[config.mk]
export PLATFORM = sky130hd
export DESIGN_NAME = aoi_audio_out
export DESIGN_NICKNAME = d
export VERILOG_FILES = /design/src/logic/aoi_audio_out.v
export VERILOG_INCLUDE_DIRS = /design/src /design/src/logic
export SDC_FILE = /design/constraint.sdc
export NUM_CORES = 2
export LEC_CHECK = 0
export BUFFER_PORTS_ARGS = -buffer_cell sky130_fd_sc_hd__buf_2
export CAP_MARGIN = 10
export CORE_MARGIN = 2
export CORE_UTILIZATION = 61
export CTS_CLUSTER_SIZE = 14
export DETAILED_ROUTE_END_ITERATION = 8
export PLACE_DENSITY_LB_ADDON = 0.05
export SYNTH_ARGS = -nofsm -noshare
export SYNTH_HDL_FRONTEND = slang
export SYNTH_SLANG_ARGS = --single-unit
[constraint.sdc]
create_clock -name aclk -period 5.05 [get_ports aclk]
set_clock_uncertainty 0.15 [all_clocks]
set_input_delay 1.01 -clock aclk [delete_from_list [all_inputs] [get_ports aclk]]
set_output_delay 1.01 -clock aclk [all_outputs]
set_load 0.1 [all_outputs]
[src/logic/aoi_defs.vh]
// Constants of the audio output control block: register map, fields, reset values, timing.
// Assumes a 32-bit AXI4-Lite register bus and a 10 MHz processor clock.
`ifndef AOI_DEFS_VH
`define AOI_DEFS_VH

// Register byte offsets.
`define AOI_OFS_CTRL 8'h00
`define AOI_OFS_STAT 8'h04
`define AOI_OFS_BASE1 8'h08
`define AOI_OFS_BASE2 8'h0C
`define AOI_OFS_SIZE 8'h10
`define AOI_OFS_TSTAMP 8'h14

// Control register fields.
`define AOI_CTL_TX_ON 0
`define AOI_CTL_KEEP_AWAKE 1
`define AOI_CTL_POLARITY 2
`define AOI_CTL_EN_FIRST 4
`define AOI_CTL_EN_SECOND 5
`define AOI_CTL_EN_BW 6
`define AOI_CTL_EN_STARVED 7
`define AOI_CTL_CLR_FIRST 8
`define AOI_CTL_CLR_SECOND 9
`define AOI_CTL_CLR_BW 10
`define AOI_CTL_CLR_STARVED 11
`define AOI_CTL_UNIT_RESET 31

// Status register fields.
`define AOI_ST_FIRST 0
`define AOI_ST_SECOND 1
`define AOI_ST_BW 2
`define AOI_ST_STARVED 3
`define AOI_ST_FIRST_ACTIVE 4
`define AOI_ST_POWERED_DOWN 5

// Reset values.
`define AOI_CTRL_RST 8'h00
`define AOI_WORD_RST 32'h00000000

// Bus responses.
`define AOI_RESP_OKAY 2'b00
`define AOI_RESP_SLVERR 2'b10

// Prefetch buffer: 64 bytes of 32-bit words.
`define AOI_PREFETCH_BYTES 64
`define AOI_PREFETCH_WORDS 16

// Serial timing: half period of the bit clock and of the converter clock, in clock cycles.
`define AOI_BIT_HALF_CYCLES 4
`define AOI_OSC_HALF_CYCLES 1

// Interrupt source number of the unit's request line.
`define AOI_IRQ_SOURCE 12

`endif

[src/logic/aoi_audio_out.v]
// Audio output control: flags, interrupt, control, timestamp, powerdown and prefetch logic.
// Assumes one processor clock, a synchronous active-low reset and an AXI4-Lite master.
// The memory highway answers fetch requests with 16 words on fill_valid/fill_ready.
`include "aoi_defs.vh"
`default_nettype none

////////////////////////////////////////////////////////////////////////////////
// Operation
// - Unit drives one dedicated interrupt line, source number 12.
// - Interrupt active while any flag is set together with its enable.
// - Flags stay set until software clears them; never clear on their own.
// - Writing the unit reset field returns the audio output logic to reset.
// - Transmit enable resets to 0; at 1 unit transmits and fetches samples.
// - Keep-awake resets cleared; when set unit keeps working, interrupts wake processor.
// - Four interrupt enables default 0; 1 lets the flag request the interrupt.
// - Clear fields clear flag when written 1; 0 does nothing; read 0.
// - Read-only timestamp holds cycle count when last buffer sample left.
// - Internal counter loads processor cycle count, then tracks its low 32 bits.
// - Chip powerdown powers unit down unless keep-awake; then DMA continues, wakes.
// - Timestamp counter keeps counting through every powerdown.
// - Block powerdown bit powers the unit down on its own.
// - Powered down, serial outputs hold still, converter clock toggles, resume in place.
// - Samples prefetched into a 64-byte buffer feeding a one-sample holding register.
// - Buffer dry and holding register used when sample due sets bandwidth error.
// - During bandwidth error last sample is resent until fresh data arrives.
// - Bandwidth error stays set after refill until its clear write.
// - No new buffer in time sets starved flag, repeats sample; buffer clears keep it.
// - Buffer clear write withdraws the buffer interrupt at the next clock edge.
// - Exhausted buffer sets its drained flag and output continues from the other.
module aoi_audio_out #(
  parameter WORDS = `AOI_PREFETCH_WORDS,
  parameter BIT_HALF = `AOI_BIT_HALF_CYCLES,
  parameter OSC_HALF = `AOI_OSC_HALF_CYCLES
) (
  // Clock and reset.
  input wire aclk,
  input wire aresetn,
  // AXI4-Lite register slave.
  input wire [7:0] s_axi_awaddr,
  input wire s_axi_awvalid,
  output wire s_axi_awready,
  input wire [31:0] s_axi_wdata,
  input wire [3:0] s_axi_wstrb,
  input wire s_axi_wvalid,
  output wire s_axi_wready,
  output reg [1:0] s_axi_bresp,
  output reg s_axi_bvalid,
  input wire s_axi_bready,
  input wire [7:0] s_axi_araddr,
  input wire s_axi_arvalid,
  output wire s_axi_arready,
  output reg [31:0] s_axi_rdata,
  output reg [1:0] s_axi_rresp,
  output reg s_axi_rvalid,
  input wire s_axi_rready,
  // Processor side.
  output wire irq_source_twelve,
  output wire cpu_wake,
  input wire [31:0] cpu_cycle_count,
  input wire cycle_count_config_bit,
  input wire chip_powerdown,
  input wire block_powerdown,
  // Memory highway.
  output wire fetch_req,
  output reg [31:0] fetch_addr,
  input wire fill_valid,
  input wire [31:0] fill_data,
  output wire fill_ready,
  // Converter pins.
  output wire serial_bit_clock,
  output reg serial_data_outputs,
  output reg word_select,
  output reg converter_oversample_clock
);

  ////////////////////////////////////////////////////////////////////////////////
  // Register bus.
  reg aw_have_q, w_have_q;
  reg [7:0] aw_addr_q;
  reg [31:0] w_data_q;
  reg [3:0] w_strb_q;
  reg soft_rst_q;
  wire rst = ~aresetn | soft_rst_q;
  wire do_wr = aw_have_q & w_have_q & ~s_axi_bvalid;
  wire [31:0] mask = {{8{w_strb_q[3]}}, {8{w_strb_q[2]}}, {8{w_strb_q[1]}}, {8{w_strb_q[0]}}};
  wire [31:0] wbits = w_data_q & mask;
  wire wr_ctrl = do_wr & (aw_addr_q == `AOI_OFS_CTRL);

  // Status and timestamp are read-only, and every address outside the map is
  // refused too; a refused write still gets its response so the master never hangs.
  reg wr_bad;
  always @* begin
    case (aw_addr_q)
      `AOI_OFS_CTRL: wr_bad = 1'b0;
      `AOI_OFS_BASE1: wr_bad = 1'b0;
      `AOI_OFS_BASE2: wr_bad = 1'b0;
      `AOI_OFS_SIZE: wr_bad = 1'b0;
      default: wr_bad = 1'b1;
    endcase
  end

  assign s_axi_awready = ~aw_have_q & ~s_axi_bvalid;
  assign s_axi_wready = ~w_have_q & ~s_axi_bvalid;
  assign s_axi_arready = ~s_axi_rvalid;

  // The bus slave is held by the external reset only, so a unit reset written over
  // the bus still gets its write response.
  always @(posedge aclk) begin
    if (!aresetn) begin
      aw_have_q <= 1'b0;
      w_have_q <= 1'b0;
      aw_addr_q <= 8'h00;
      w_data_q <= 32'h00000000;
      w_strb_q <= 4'h0;
      s_axi_bvalid <= 1'b0;
      s_axi_bresp <= `AOI_RESP_OKAY;
      soft_rst_q <= 1'b0;
    end else begin
      soft_rst_q <= wr_ctrl & wbits[`AOI_CTL_UNIT_RESET];
      if (s_axi_awvalid & s_axi_awready) begin
        aw_have_q <= 1'b1;
        aw_addr_q <= s_axi_awaddr;
      end
      if (s_axi_wvalid & s_axi_wready) begin
        w_have_q <= 1'b1;
        w_data_q <= s_axi_wdata;
        w_strb_q <= s_axi_wstrb;
      end
      if (do_wr) begin
        aw_have_q <= 1'b0;
        w_have_q <= 1'b0;
        s_axi_bvalid <= 1'b1;
        s_axi_bresp <= wr_bad ? `AOI_RESP_SLVERR : `AOI_RESP_OKAY;
      end else if (s_axi_bready) begin
        s_axi_bvalid <= 1'b0;
      end
    end
  end

  ////////////////////////////////////////////////////////////////////////////////
  // Control and buffer registers.
  reg [7:0] ctrl_q;
  reg [31:0] base1_q, base2_q, size_q;
  wire tx_on = ctrl_q[`AOI_CTL_TX_ON];
  wire keep_awake = ctrl_q[`AOI_CTL_KEEP_AWAKE];
  wire [3:0] irq_en = ctrl_q[`AOI_CTL_EN_STARVED:`AOI_CTL_EN_FIRST];

  always @(posedge aclk) begin
    if (rst) begin
      ctrl_q <= `AOI_CTRL_RST;
      base1_q <= `AOI_WORD_RST;
      base2_q <= `AOI_WORD_RST;
      size_q <= `AOI_WORD_RST;
    end else if (do_wr) begin
      case (aw_addr_q)
        `AOI_OFS_CTRL: ctrl_q <= (ctrl_q & ~mask[7:0]) | wbits[7:0];
        `AOI_OFS_BASE1: base1_q <= (base1_q & ~mask) | wbits;
        `AOI_OFS_BASE2: base2_q <= (base2_q & ~mask) | wbits;
        `AOI_OFS_SIZE: size_q <= (size_q & ~mask) | wbits;
        default: ctrl_q <= ctrl_q;
      endcase
    end
  end

  // Clear pulses from the control word; they are never stored, so they read 0.
  wire clr_first = wr_ctrl & wbits[`AOI_CTL_CLR_FIRST];
  wire clr_second = wr_ctrl & wbits[`AOI_CTL_CLR_SECOND];
  wire clr_bw = wr_ctrl & wbits[`AOI_CTL_CLR_BW];
  wire clr_starved = wr_ctrl & wbits[`AOI_CTL_CLR_STARVED];

  ////////////////////////////////////////////////////////////////////////////////
  // Powerdown.
  wire powered_down = block_powerdown | (chip_powerdown & ~keep_awake);

  ////////////////////////////////////////////////////////////////////////////////
  // Timestamp counter, outside the unit reset so it stays in step with the processor.
  reg [31:0] ts_cnt_q, tstamp_q;
  always @(posedge aclk) begin
    if (!aresetn || !cycle_count_config_bit) begin
      // The processor count moves on at this same edge, so the load is one ahead
      // to keep both counters equal from the next cycle on.
      ts_cnt_q <= cpu_cycle_count + 32'h00000001;
    end else begin
      ts_cnt_q <= ts_cnt_q + 32'h00000001;
    end
  end

  ////////////////////////////////////////////////////////////////////////////////
  // Converter clock toggles regardless of powerdown.
  reg [7:0] osc_cnt_q;
  always @(posedge aclk) begin
    if (rst) begin
      osc_cnt_q <= 8'h00;
      converter_oversample_clock <= 1'b0;
    end else if (osc_cnt_q == OSC_HALF[7:0] - 8'h01) begin
      osc_cnt_q <= 8'h00;
      converter_oversample_clock <= ~converter_oversample_clock;
    end else begin
      osc_cnt_q <= osc_cnt_q + 8'h01;
    end
  end

  ////////////////////////////////////////////////////////////////////////////////
  // Prefetch buffer of 64 bytes.
  reg [31:0] pf_mem [0:WORDS-1];
  reg [3:0] pf_wp_q, pf_rp_q;
  reg [4:0] pf_cnt_q;
  reg fetching_q;
  reg [4:0] fill_left_q;
  reg [31:0] fetch_ofs_q;
  wire pop;
  wire pf_empty = (pf_cnt_q == 5'd0);
  wire push = fill_valid & fill_ready;

  // A whole burst is requested only into an empty buffer; the buffer then always has room.
  // The trade-off is one burst of latency per refill instead of a fill-level watermark.
  assign fill_ready = fetching_q;
  assign fetch_req = tx_on & ~powered_down & pf_empty & ~fetching_q;

  always @(posedge aclk) begin
    if (push) begin
      pf_mem[pf_wp_q] <= fill_data;
    end
  end

  ////////////////////////////////////////////////////////////////////////////////
  // Serial sequencer with holding register.
  reg [7:0] bit_cnt_q;
  reg [4:0] bit_idx_q;
  reg sck_q;
  reg [31:0] hold_q;
  reg hold_full_q;
  reg first_active_q;
  reg [31:0] sent_q;
  reg [3:0] flags_q; // {starved, bw, second, first}
  // Nothing here restarts the frame on wake-up; an external converter may lose
  // word alignment across a long powerdown, which software is expected to avoid.
  wire run = tx_on & ~powered_down;
  wire half_tick = run & (bit_cnt_q == BIT_HALF[7:0] - 8'h01);
  wire fall = half_tick & sck_q;
  wire frame_end = fall & (bit_idx_q == 5'd31);
  wire other_drained = first_active_q ? flags_q[1] : flags_q[0];
  wire buf_done = frame_end & (sent_q + 32'h00000001 >= size_q) & hold_full_q;
  wire starve_now = frame_end & other_drained & (sent_q >= size_q);
  assign pop = frame_end & ~pf_empty & ~starve_now;

  always @(posedge aclk) begin
    if (rst) begin
      bit_cnt_q <= 8'h00;
      bit_idx_q <= 5'd0;
      sck_q <= 1'b0;
      serial_data_outputs <= 1'b0;
      word_select <= 1'b0;
    end else if (run) begin
      // Counters freeze while powered down, so output resumes exactly where it stopped.
      bit_cnt_q <= half_tick ? 8'h00 : bit_cnt_q + 8'h01;
      if (half_tick) begin
        sck_q <= ~sck_q;
      end
      if (fall) begin
        bit_idx_q <= bit_idx_q + 5'd1;
        serial_data_outputs <= hold_q[5'd31 - bit_idx_q];
        word_select <= bit_idx_q[4];
      end
    end
  end

  assign serial_bit_clock = sck_q ^ ctrl_q[`AOI_CTL_POLARITY];

  always @(posedge aclk) begin
    if (rst) begin
      pf_wp_q <= 4'h0;
      pf_rp_q <= 4'h0;
      pf_cnt_q <= 5'd0;
      fetching_q <= 1'b0;
      fill_left_q <= 5'd0;
      fetch_ofs_q <= 32'h00000000;
      fetch_addr <= 32'h00000000;
      hold_q <= 32'h00000000;
      hold_full_q <= 1'b0;
      first_active_q <= 1'b1;
      sent_q <= 32'h00000000;
      tstamp_q <= 32'h00000000;
    end else begin
      if (fetch_req) begin
        fetching_q <= 1'b1;
        fill_left_q <= WORDS[4:0];
        fetch_addr <= (first_active_q ? base1_q : base2_q) + fetch_ofs_q;
        fetch_ofs_q <= fetch_ofs_q + `AOI_PREFETCH_BYTES;
      end
      if (push) begin
        pf_wp_q <= pf_wp_q + 4'h1;
        fill_left_q <= fill_left_q - 5'd1;
        if (fill_left_q == 5'd1) begin
          fetching_q <= 1'b0;
        end
      end
      pf_cnt_q <= pf_cnt_q + {4'h0, push} - {4'h0, pop};
      if (pop) begin
        hold_q <= pf_mem[pf_rp_q];
        hold_full_q <= 1'b1;
        pf_rp_q <= pf_rp_q + 4'h1;
        sent_q <= sent_q + 32'h00000001;
      end else if (frame_end) begin
        hold_full_q <= 1'b0;
      end
      if (buf_done & ~other_drained) begin
        first_active_q <= ~first_active_q;
        sent_q <= 32'h00000000;
        fetch_ofs_q <= 32'h00000000;
        tstamp_q <= ts_cnt_q;
      end
    end
  end

  ////////////////////////////////////////////////////////////////////////////////
  // Condition flags: a hardware set wins over a clear in the same cycle.
  wire [3:0] set_f;
  wire [3:0] clr_f = {clr_starved, clr_bw, clr_second, clr_first};
  assign set_f[0] = buf_done & ~other_drained & first_active_q;
  assign set_f[1] = buf_done & ~other_drained & ~first_active_q;
  assign set_f[2] = frame_end & pf_empty & ~starve_now;
  assign set_f[3] = starve_now;

  always @(posedge aclk) begin
    if (rst) begin
      flags_q <= 4'h0;
    end else begin
      flags_q <= set_f | (flags_q & ~clr_f);
    end
  end

  assign irq_source_twelve = |(flags_q & irq_en);
  assign cpu_wake = chip_powerdown & keep_awake & irq_source_twelve;

  ////////////////////////////////////////////////////////////////////////////////
  // Read channel.
  always @(posedge aclk) begin
    if (!aresetn) begin
      s_axi_rvalid <= 1'b0;
      s_axi_rdata <= 32'h00000000;
      s_axi_rresp <= `AOI_RESP_OKAY;
    end else if (s_axi_arvalid & s_axi_arready) begin
      s_axi_rvalid <= 1'b1;
      s_axi_rresp <= `AOI_RESP_OKAY;
      case (s_axi_araddr)
        `AOI_OFS_CTRL: s_axi_rdata <= {24'h000000, ctrl_q};
        `AOI_OFS_STAT: s_axi_rdata <= {26'h0000000, powered_down, first_active_q, flags_q};
        `AOI_OFS_BASE1: s_axi_rdata <= base1_q;
        `AOI_OFS_BASE2: s_axi_rdata <= base2_q;
        `AOI_OFS_SIZE: s_axi_rdata <= size_q;
        `AOI_OFS_TSTAMP: s_axi_rdata <= tstamp_q;
        default: begin
          s_axi_rdata <= 32'h00000000;
          s_axi_rresp <= `AOI_RESP_SLVERR;
        end
      endcase
    end else if (s_axi_rready) begin
      s_axi_rvalid <= 1'b0;
    end
  end

endmodule
`default_nettype wire

# Yosys cells after proc, flatten, opt, wreduce, memory -nomap -nowiden
# Memory sizes are Yosys's and may differ from the RTL's. A register that Yosys moved wholly into a read port is not among the register bits.
# Cells that the tools add are included.
[op_classes]
n_mux = 22
mul = 0
shift = 0
div = 0
add_sub_neg = 14
n_reduce_logical = 23
bitwise_logic = 66
n_eq_ne = 11
order_cmp = 3
[ops]
columns = ["op", "n"]
rows = [
  ["32-bit one-hot mux with 6 select lines", 1],
  ["32-bit AND", 4],
  ["32-bit by 1-bit adder with 32-bit output, second input constant", 3],
  ["32-bit bitwise OR", 3],
  ["32-bit greater-or-equal comparator", 2],
  ["32-bit 2-to-1 mux", 2],
  ["1-bit AND", 34],
  ["32-bit adder", 1],
  ["32-bit by 7-bit adder with 32-bit output, second input constant", 1],
  ["8-bit by 4-bit == test with 1-bit output, second input constant", 4],
  ["32-bit inverter", 1],
  ["8-bit by 5-bit == test with 1-bit output, second input constant", 3],
  ["8-bit zero test", 3],
  ["8-bit by 1-bit adder with 8-bit output, second input constant", 2],
  ["1-bit inverter", 14],
  ["1-bit 2-to-1 mux", 13],
  ["2-bit AND reduction", 6],
  ["5-bit 2-to-1 mux", 2],
  ["4-bit by 1-bit adder with 4-bit output, second input constant", 2],
  ["4-bit AND", 2],
  ["8-bit AND", 1],
  ["8-bit by 2-bit == test with 1-bit output, second input constant", 1],
  ["8-bit by 3-bit == test with 1-bit output, second input constant", 1],
  ["8-bit 2-to-1 mux", 1],
  ["other kinds (23)", 32],
]
[word_totals]
latchBits = 0
mem_bits_ro = 0
n_memories = 1
out_inout_bits = 81
ramBits = 512
regBits = 399
[memory_table]
columns = ["name", "depth", "word_bits", "read_ports", "rd_clocked_by_memory_dff", "write_ports", "line_no", "source"]
rows = [
  ["pf_mem", 16, 32, 1, 1, 1, "aoi_audio_out.v:205", "reg [31:0] pf_mem [0:WORDS-1];"],
]

# Longest topological paths before layout
[logic_depth]
depth_word = 13
mapped_depth = 21
mapped_depth_nobuf = 20

# Worst setup path before layout
# OpenSTA, ideal clock, no wires.
[synth_path]
path_type = "input to register"
from = "input port cycle_count_config_bit"
to = "register ts_cnt_q[24]"
setup_time_ns = 0.132
t_arrival_ns = 4.371
path_stages = 15
required_ns = 4.768
slack_ns = 0.397
cell_sequence = "clkbuf_1 nand2_1 buf_2 buf_1 buf_1 clkbuf_1 nand2_1 nand2_1 ha_1 nor4b_1 and4bb_2 nand2_1 nor2_1 xnor2_1 mux2i_1"
[synth_between]
elab_chain_cells = 3
[synth_lines]
columns = ["element", "line_no", "source"]
rows = [
  ["start, declared", "aoi_audio_out.v:60", "input wire cycle_count_config_bit,"],
  ["1-bit zero test", "aoi_audio_out.v:179", "if (!aresetn || !cycle_count_config_bit) begin"],
  ["1-bit logical OR", "aoi_audio_out.v:179", ""],
  ["32-bit 2-to-1 mux", "aoi_audio_out.v:179", ""],
  ["end signal, assigned", "aoi_audio_out.v:182", "ts_cnt_q <= cpu_cycle_count + 32'h00000001;"],
  ["end signal, assigned", "aoi_audio_out.v:184", "ts_cnt_q <= ts_cnt_q + 32'h00000001;"],
  ["end, declared", "aoi_audio_out.v:177", "reg [31:0] ts_cnt_q, tstamp_q;"],
]
# No other way between the ends.
# A chain may end at the register's enable or synchronous reset.

# Worst setup path after layout
[layout_path]
from = "register sent_q[11]"
to = "register fetch_ofs_q[26]"
[layout_between]
elab_chain_cells = 6
[layout_lines]
columns = ["element", "line_no", "source"]
rows = [
  ["start, declared", "aoi_audio_out.v:234", "reg [31:0] sent_q;"],
  ["start signal, assigned", "aoi_audio_out.v:303", "sent_q <= sent_q + 32'h00000001;"],
  ["32-bit by 1-bit adder with 32-bit output", "aoi_audio_out.v:243", "wire buf_done = frame_end & (sent_q + 32'h00000001 >= size_q) & hold_full_q;"],
  ["32-bit greater-or-equal comparator", "aoi_audio_out.v:243", ""],
  ["1-bit AND (2 in series)", "aoi_audio_out.v:243", ""],
  ["1-bit AND", "aoi_audio_out.v:307", "if (buf_done & ~other_drained) begin"],
  ["2-bit OR reduction (no source line)", "n/a", ""],
  ["end signal, assigned", "aoi_audio_out.v:289", "fetch_ofs_q <= fetch_ofs_q + `AOI_PREFETCH_BYTES;"],
  ["end, declared", "aoi_audio_out.v:210", "reg [31:0] fetch_ofs_q;"],
]
# No other way between the ends.

==> results.sh <==
export IMPL_grt_pass1_vias=27700
export IMPL_grt_overflow=0
export IMPL_dieArea_sq_um=68900
export IMPL_synth_ff_type="edfxtp_1"
export IMPL_final_area_sq_um=46100
export IMPL_finalWirelength_microns=106000
export IMPL_postSynthCellCount=3338
export IMPL_slew_headroom_pct=28.7
export IMPL_layout_drive_gt1_share_pct=18.2
export IMPL_clk_pin_slew_ns=0.06
export IMPL_start_util_pct=61.8
export IMPL_syn_area_sq_um=40800
export IMPL_die_w_microns=263
export IMPL_rsz0062_at_grt="false"
export IMPL_setup_ws_ns=0.253
export IMPL_clockBufferDepth=3
export IMPL_min_period_ns=4.80
export IMPL_final_common_cell="edfxtp_1"
export IMPL_cts_hold_buf=0
export IMPL_p_leak_nw=16.0
export IMPL_drc=0
export IMPL_cp_max_fo=34
export IMPL_viasPerCell=6.25
export IMPL_syn_avg_cell_area_sq_um=12.2
export IMPL_grt_max_degree=101
export IMPL_synth_edf_count=512
export IMPL_cts_buffers=94
export IMPL_status="completed"
export IMPL_synth_async_reset_ratio_pct=0
export IMPL_post_place_ws_ns=0.128
export IMPL_power_per_cell_area_nw_per_um2=339
export IMPL_grt_pass1_wl_microns=162000
export IMPL_yosys_warnings=0
export IMPL_num_rows=94
export IMPL_ios=208
export IMPL_cts_sinks=935
export IMPL_detail_route_antenna_nets=0
export IMPL_whs_ns=0.302
export IMPL_htreeDepth=3
export IMPL_seq_area_frac_synth_pct=58.5
export IMPL_max_freq_ghz=0.208
export IMPL_worst_slew_pin_slew_ns=1.07
export IMPL_startpoint_type="register"
export IMPL_critical_path_buf_inv_count=3
export IMPL_crit_chain="and4_1, nand4_1, buf_4, nor4_1, buf_4, nand3_1, or2_2, xnor2_1, ha_1, a21o_1, a21o_1, a211oi_1, or4_1, nor4_2, a221o_2, or2_4, buf_12, nor2_1"
export IMPL_gp_congestion=0.934
export IMPL_hold_violations=0
export IMPL_fin_tns_setup_ns=0
export IMPL_num_vias=27800
export IMPL_finalSetupViolations=0
export IMPL_port_buffers=205
export IMPL_chipHeight_microns=263
export IMPL_slew_violations=0
export IMPL_placed_area_sq_um=42900
export IMPL_layout_common_cells="edfxtp_1, nand2_1, dfxtp_1, a21oi_1, buf_2"
export IMPL_finalCritPeriodShare_pct=95.0
export IMPL_insertion_delay_ns=0.67
export IMPL_grtUsageTotal_pct=30.6
export IMPL_syn2layout_area_growth_pct=12.9
export IMPL_drtPass1Iterations=8
export IMPL_irDropWorstVdd_uv=510
export IMPL_final_util_pct=69.8
export IMPL_cp_top_family="simple AND/OR/NAND/NOR gates"
export IMPL_critPathMaxStageDelay_ns=0.46
export IMPL_endpoint_kind="register"
export IMPL_drtIter0Drc=2347
export IMPL_cp_required_ns=5.48
export IMPL_arrival_ns=5.22
export IMPL_core_area_sq_um=66000
export IMPL_maxCapViolations=0
export IMPL_root_buffer="clkbuf_16"
export IMPL_synth_cell_type_count=71
export IMPL_avgRoutedWirePerCell_microns=23.9
export IMPL_critPathKind="reg2reg"
export IMPL_worst_path_max_delay_cell="dfxtp_1"
export IMPL_synth_seq_cells=935
export IMPL_cts_tree="yes"
export IMPL_hold_path_class="reg2reg"
export IMPL_fin_nets=3756
export IMPL_dp_hpwl_microns=68000
export IMPL_antenna_found_initial=5
[final timing paths]
kind | start | end | slack, ns | cells after the start
hold / removal | register | register | 0.30 | 2
setup reg to reg | sent_q[11] | fetch_ofs_q[26] | 0.25 | 18
hold reg to reg | register | register | 0.30 | 2
setup / recovery | sent_q[11] | fetch_ofs_q[26] | 0.25 | 18
[per-stage QoR]
step	power, W	std cells
global route	0.0160	4457
global placement	0.00873	4282
floorplan	0.00854	3339
finish	0.0156	4457
CTS	0.0157	4453
detailed placement	0.00875	4282
[final cells by class]
| type | instances | area, sq um |
|---|---|---|
| clock buffers | 124 | 2530 |
| well taps | 864 | 1080 |
| clock inverters | 47 | 593 |
| diodes | 1 | 2.50 |
| multi-input cells | 2149 | 16100 |
| fillers | 4643 | 19900 |
| repair buffers | 269 | 1630 |
| inverters | 68 | 255 |
| flip-flops and latches | 935 | 23900 |
[cells in the mapped netlist, types with 37 or more instances]
cell type,n,share of area [%]
a21boi_0,40,0.74
nand3_1,105,1.3
xor2_1,61,1.3
edfxtp_1,512,38
nor2_1,168,1.5
xnor2_1,70,1.5
ha_1,110,3.4
o21ai_0,131,1.6
mux4_2,170,9.4
or4_1,37,0.68
clkbuf_1,151,1.4
and2_1,46,0.71
dfxtp_1,423,21
o31ai_1,37,0.68
mux2i_1,89,2.2
nand2_1,482,4.4
inv_1,67,0.62
a21oi_1,247,3.0
[worst min-delay path, cell delays in order (launching register included)]
cell,delay [ns]
dfxtp_1,0.31
nand2_1,0.05
a21oi_1,0.05
[report_power, final]
| part | leakage (nW) | total, W | internal [W] | switching (W) |
|---|---|---|---|---|
| sequential | 8.03 | 0.00814 | 0.00807 | 0.0000740 |
| combinational | 6.41 | 0.000449 | 0.000129 | 0.000321 |
| clock | 1.51 | 0.00701 | 0.00407 | 0.00294 |
[routing by layer]
layer	global-route usage, %	vias up	wire length [microns]
li1	-	12700	-
met1	38.0	13900	41500
met2	52.9	1023	53600
met3	4.64	232	6150
met4	14.1	4	5130
met5	0	-	17
[cells by family after synthesis]
family / share of synthesized area, %
buffers and inverters: 2.51
muxes: 12.4
DFF: 58.5
and+or+nand+nor: 11.7
AOI/OAI and AO/OA: 8.69
other: 0.00919
adders and majority gates: 3.47
xor gates and xnor gates: 2.81
[what timing repair did]
action                     4_1_cts  5_1_grt
setup endpoints to repair        0       79
gates resized for setup          0        3
hold endpoints to repair         0        0
buffers inserted                 0        2
No activity file was read; power rests on OpenSTA's default activity.
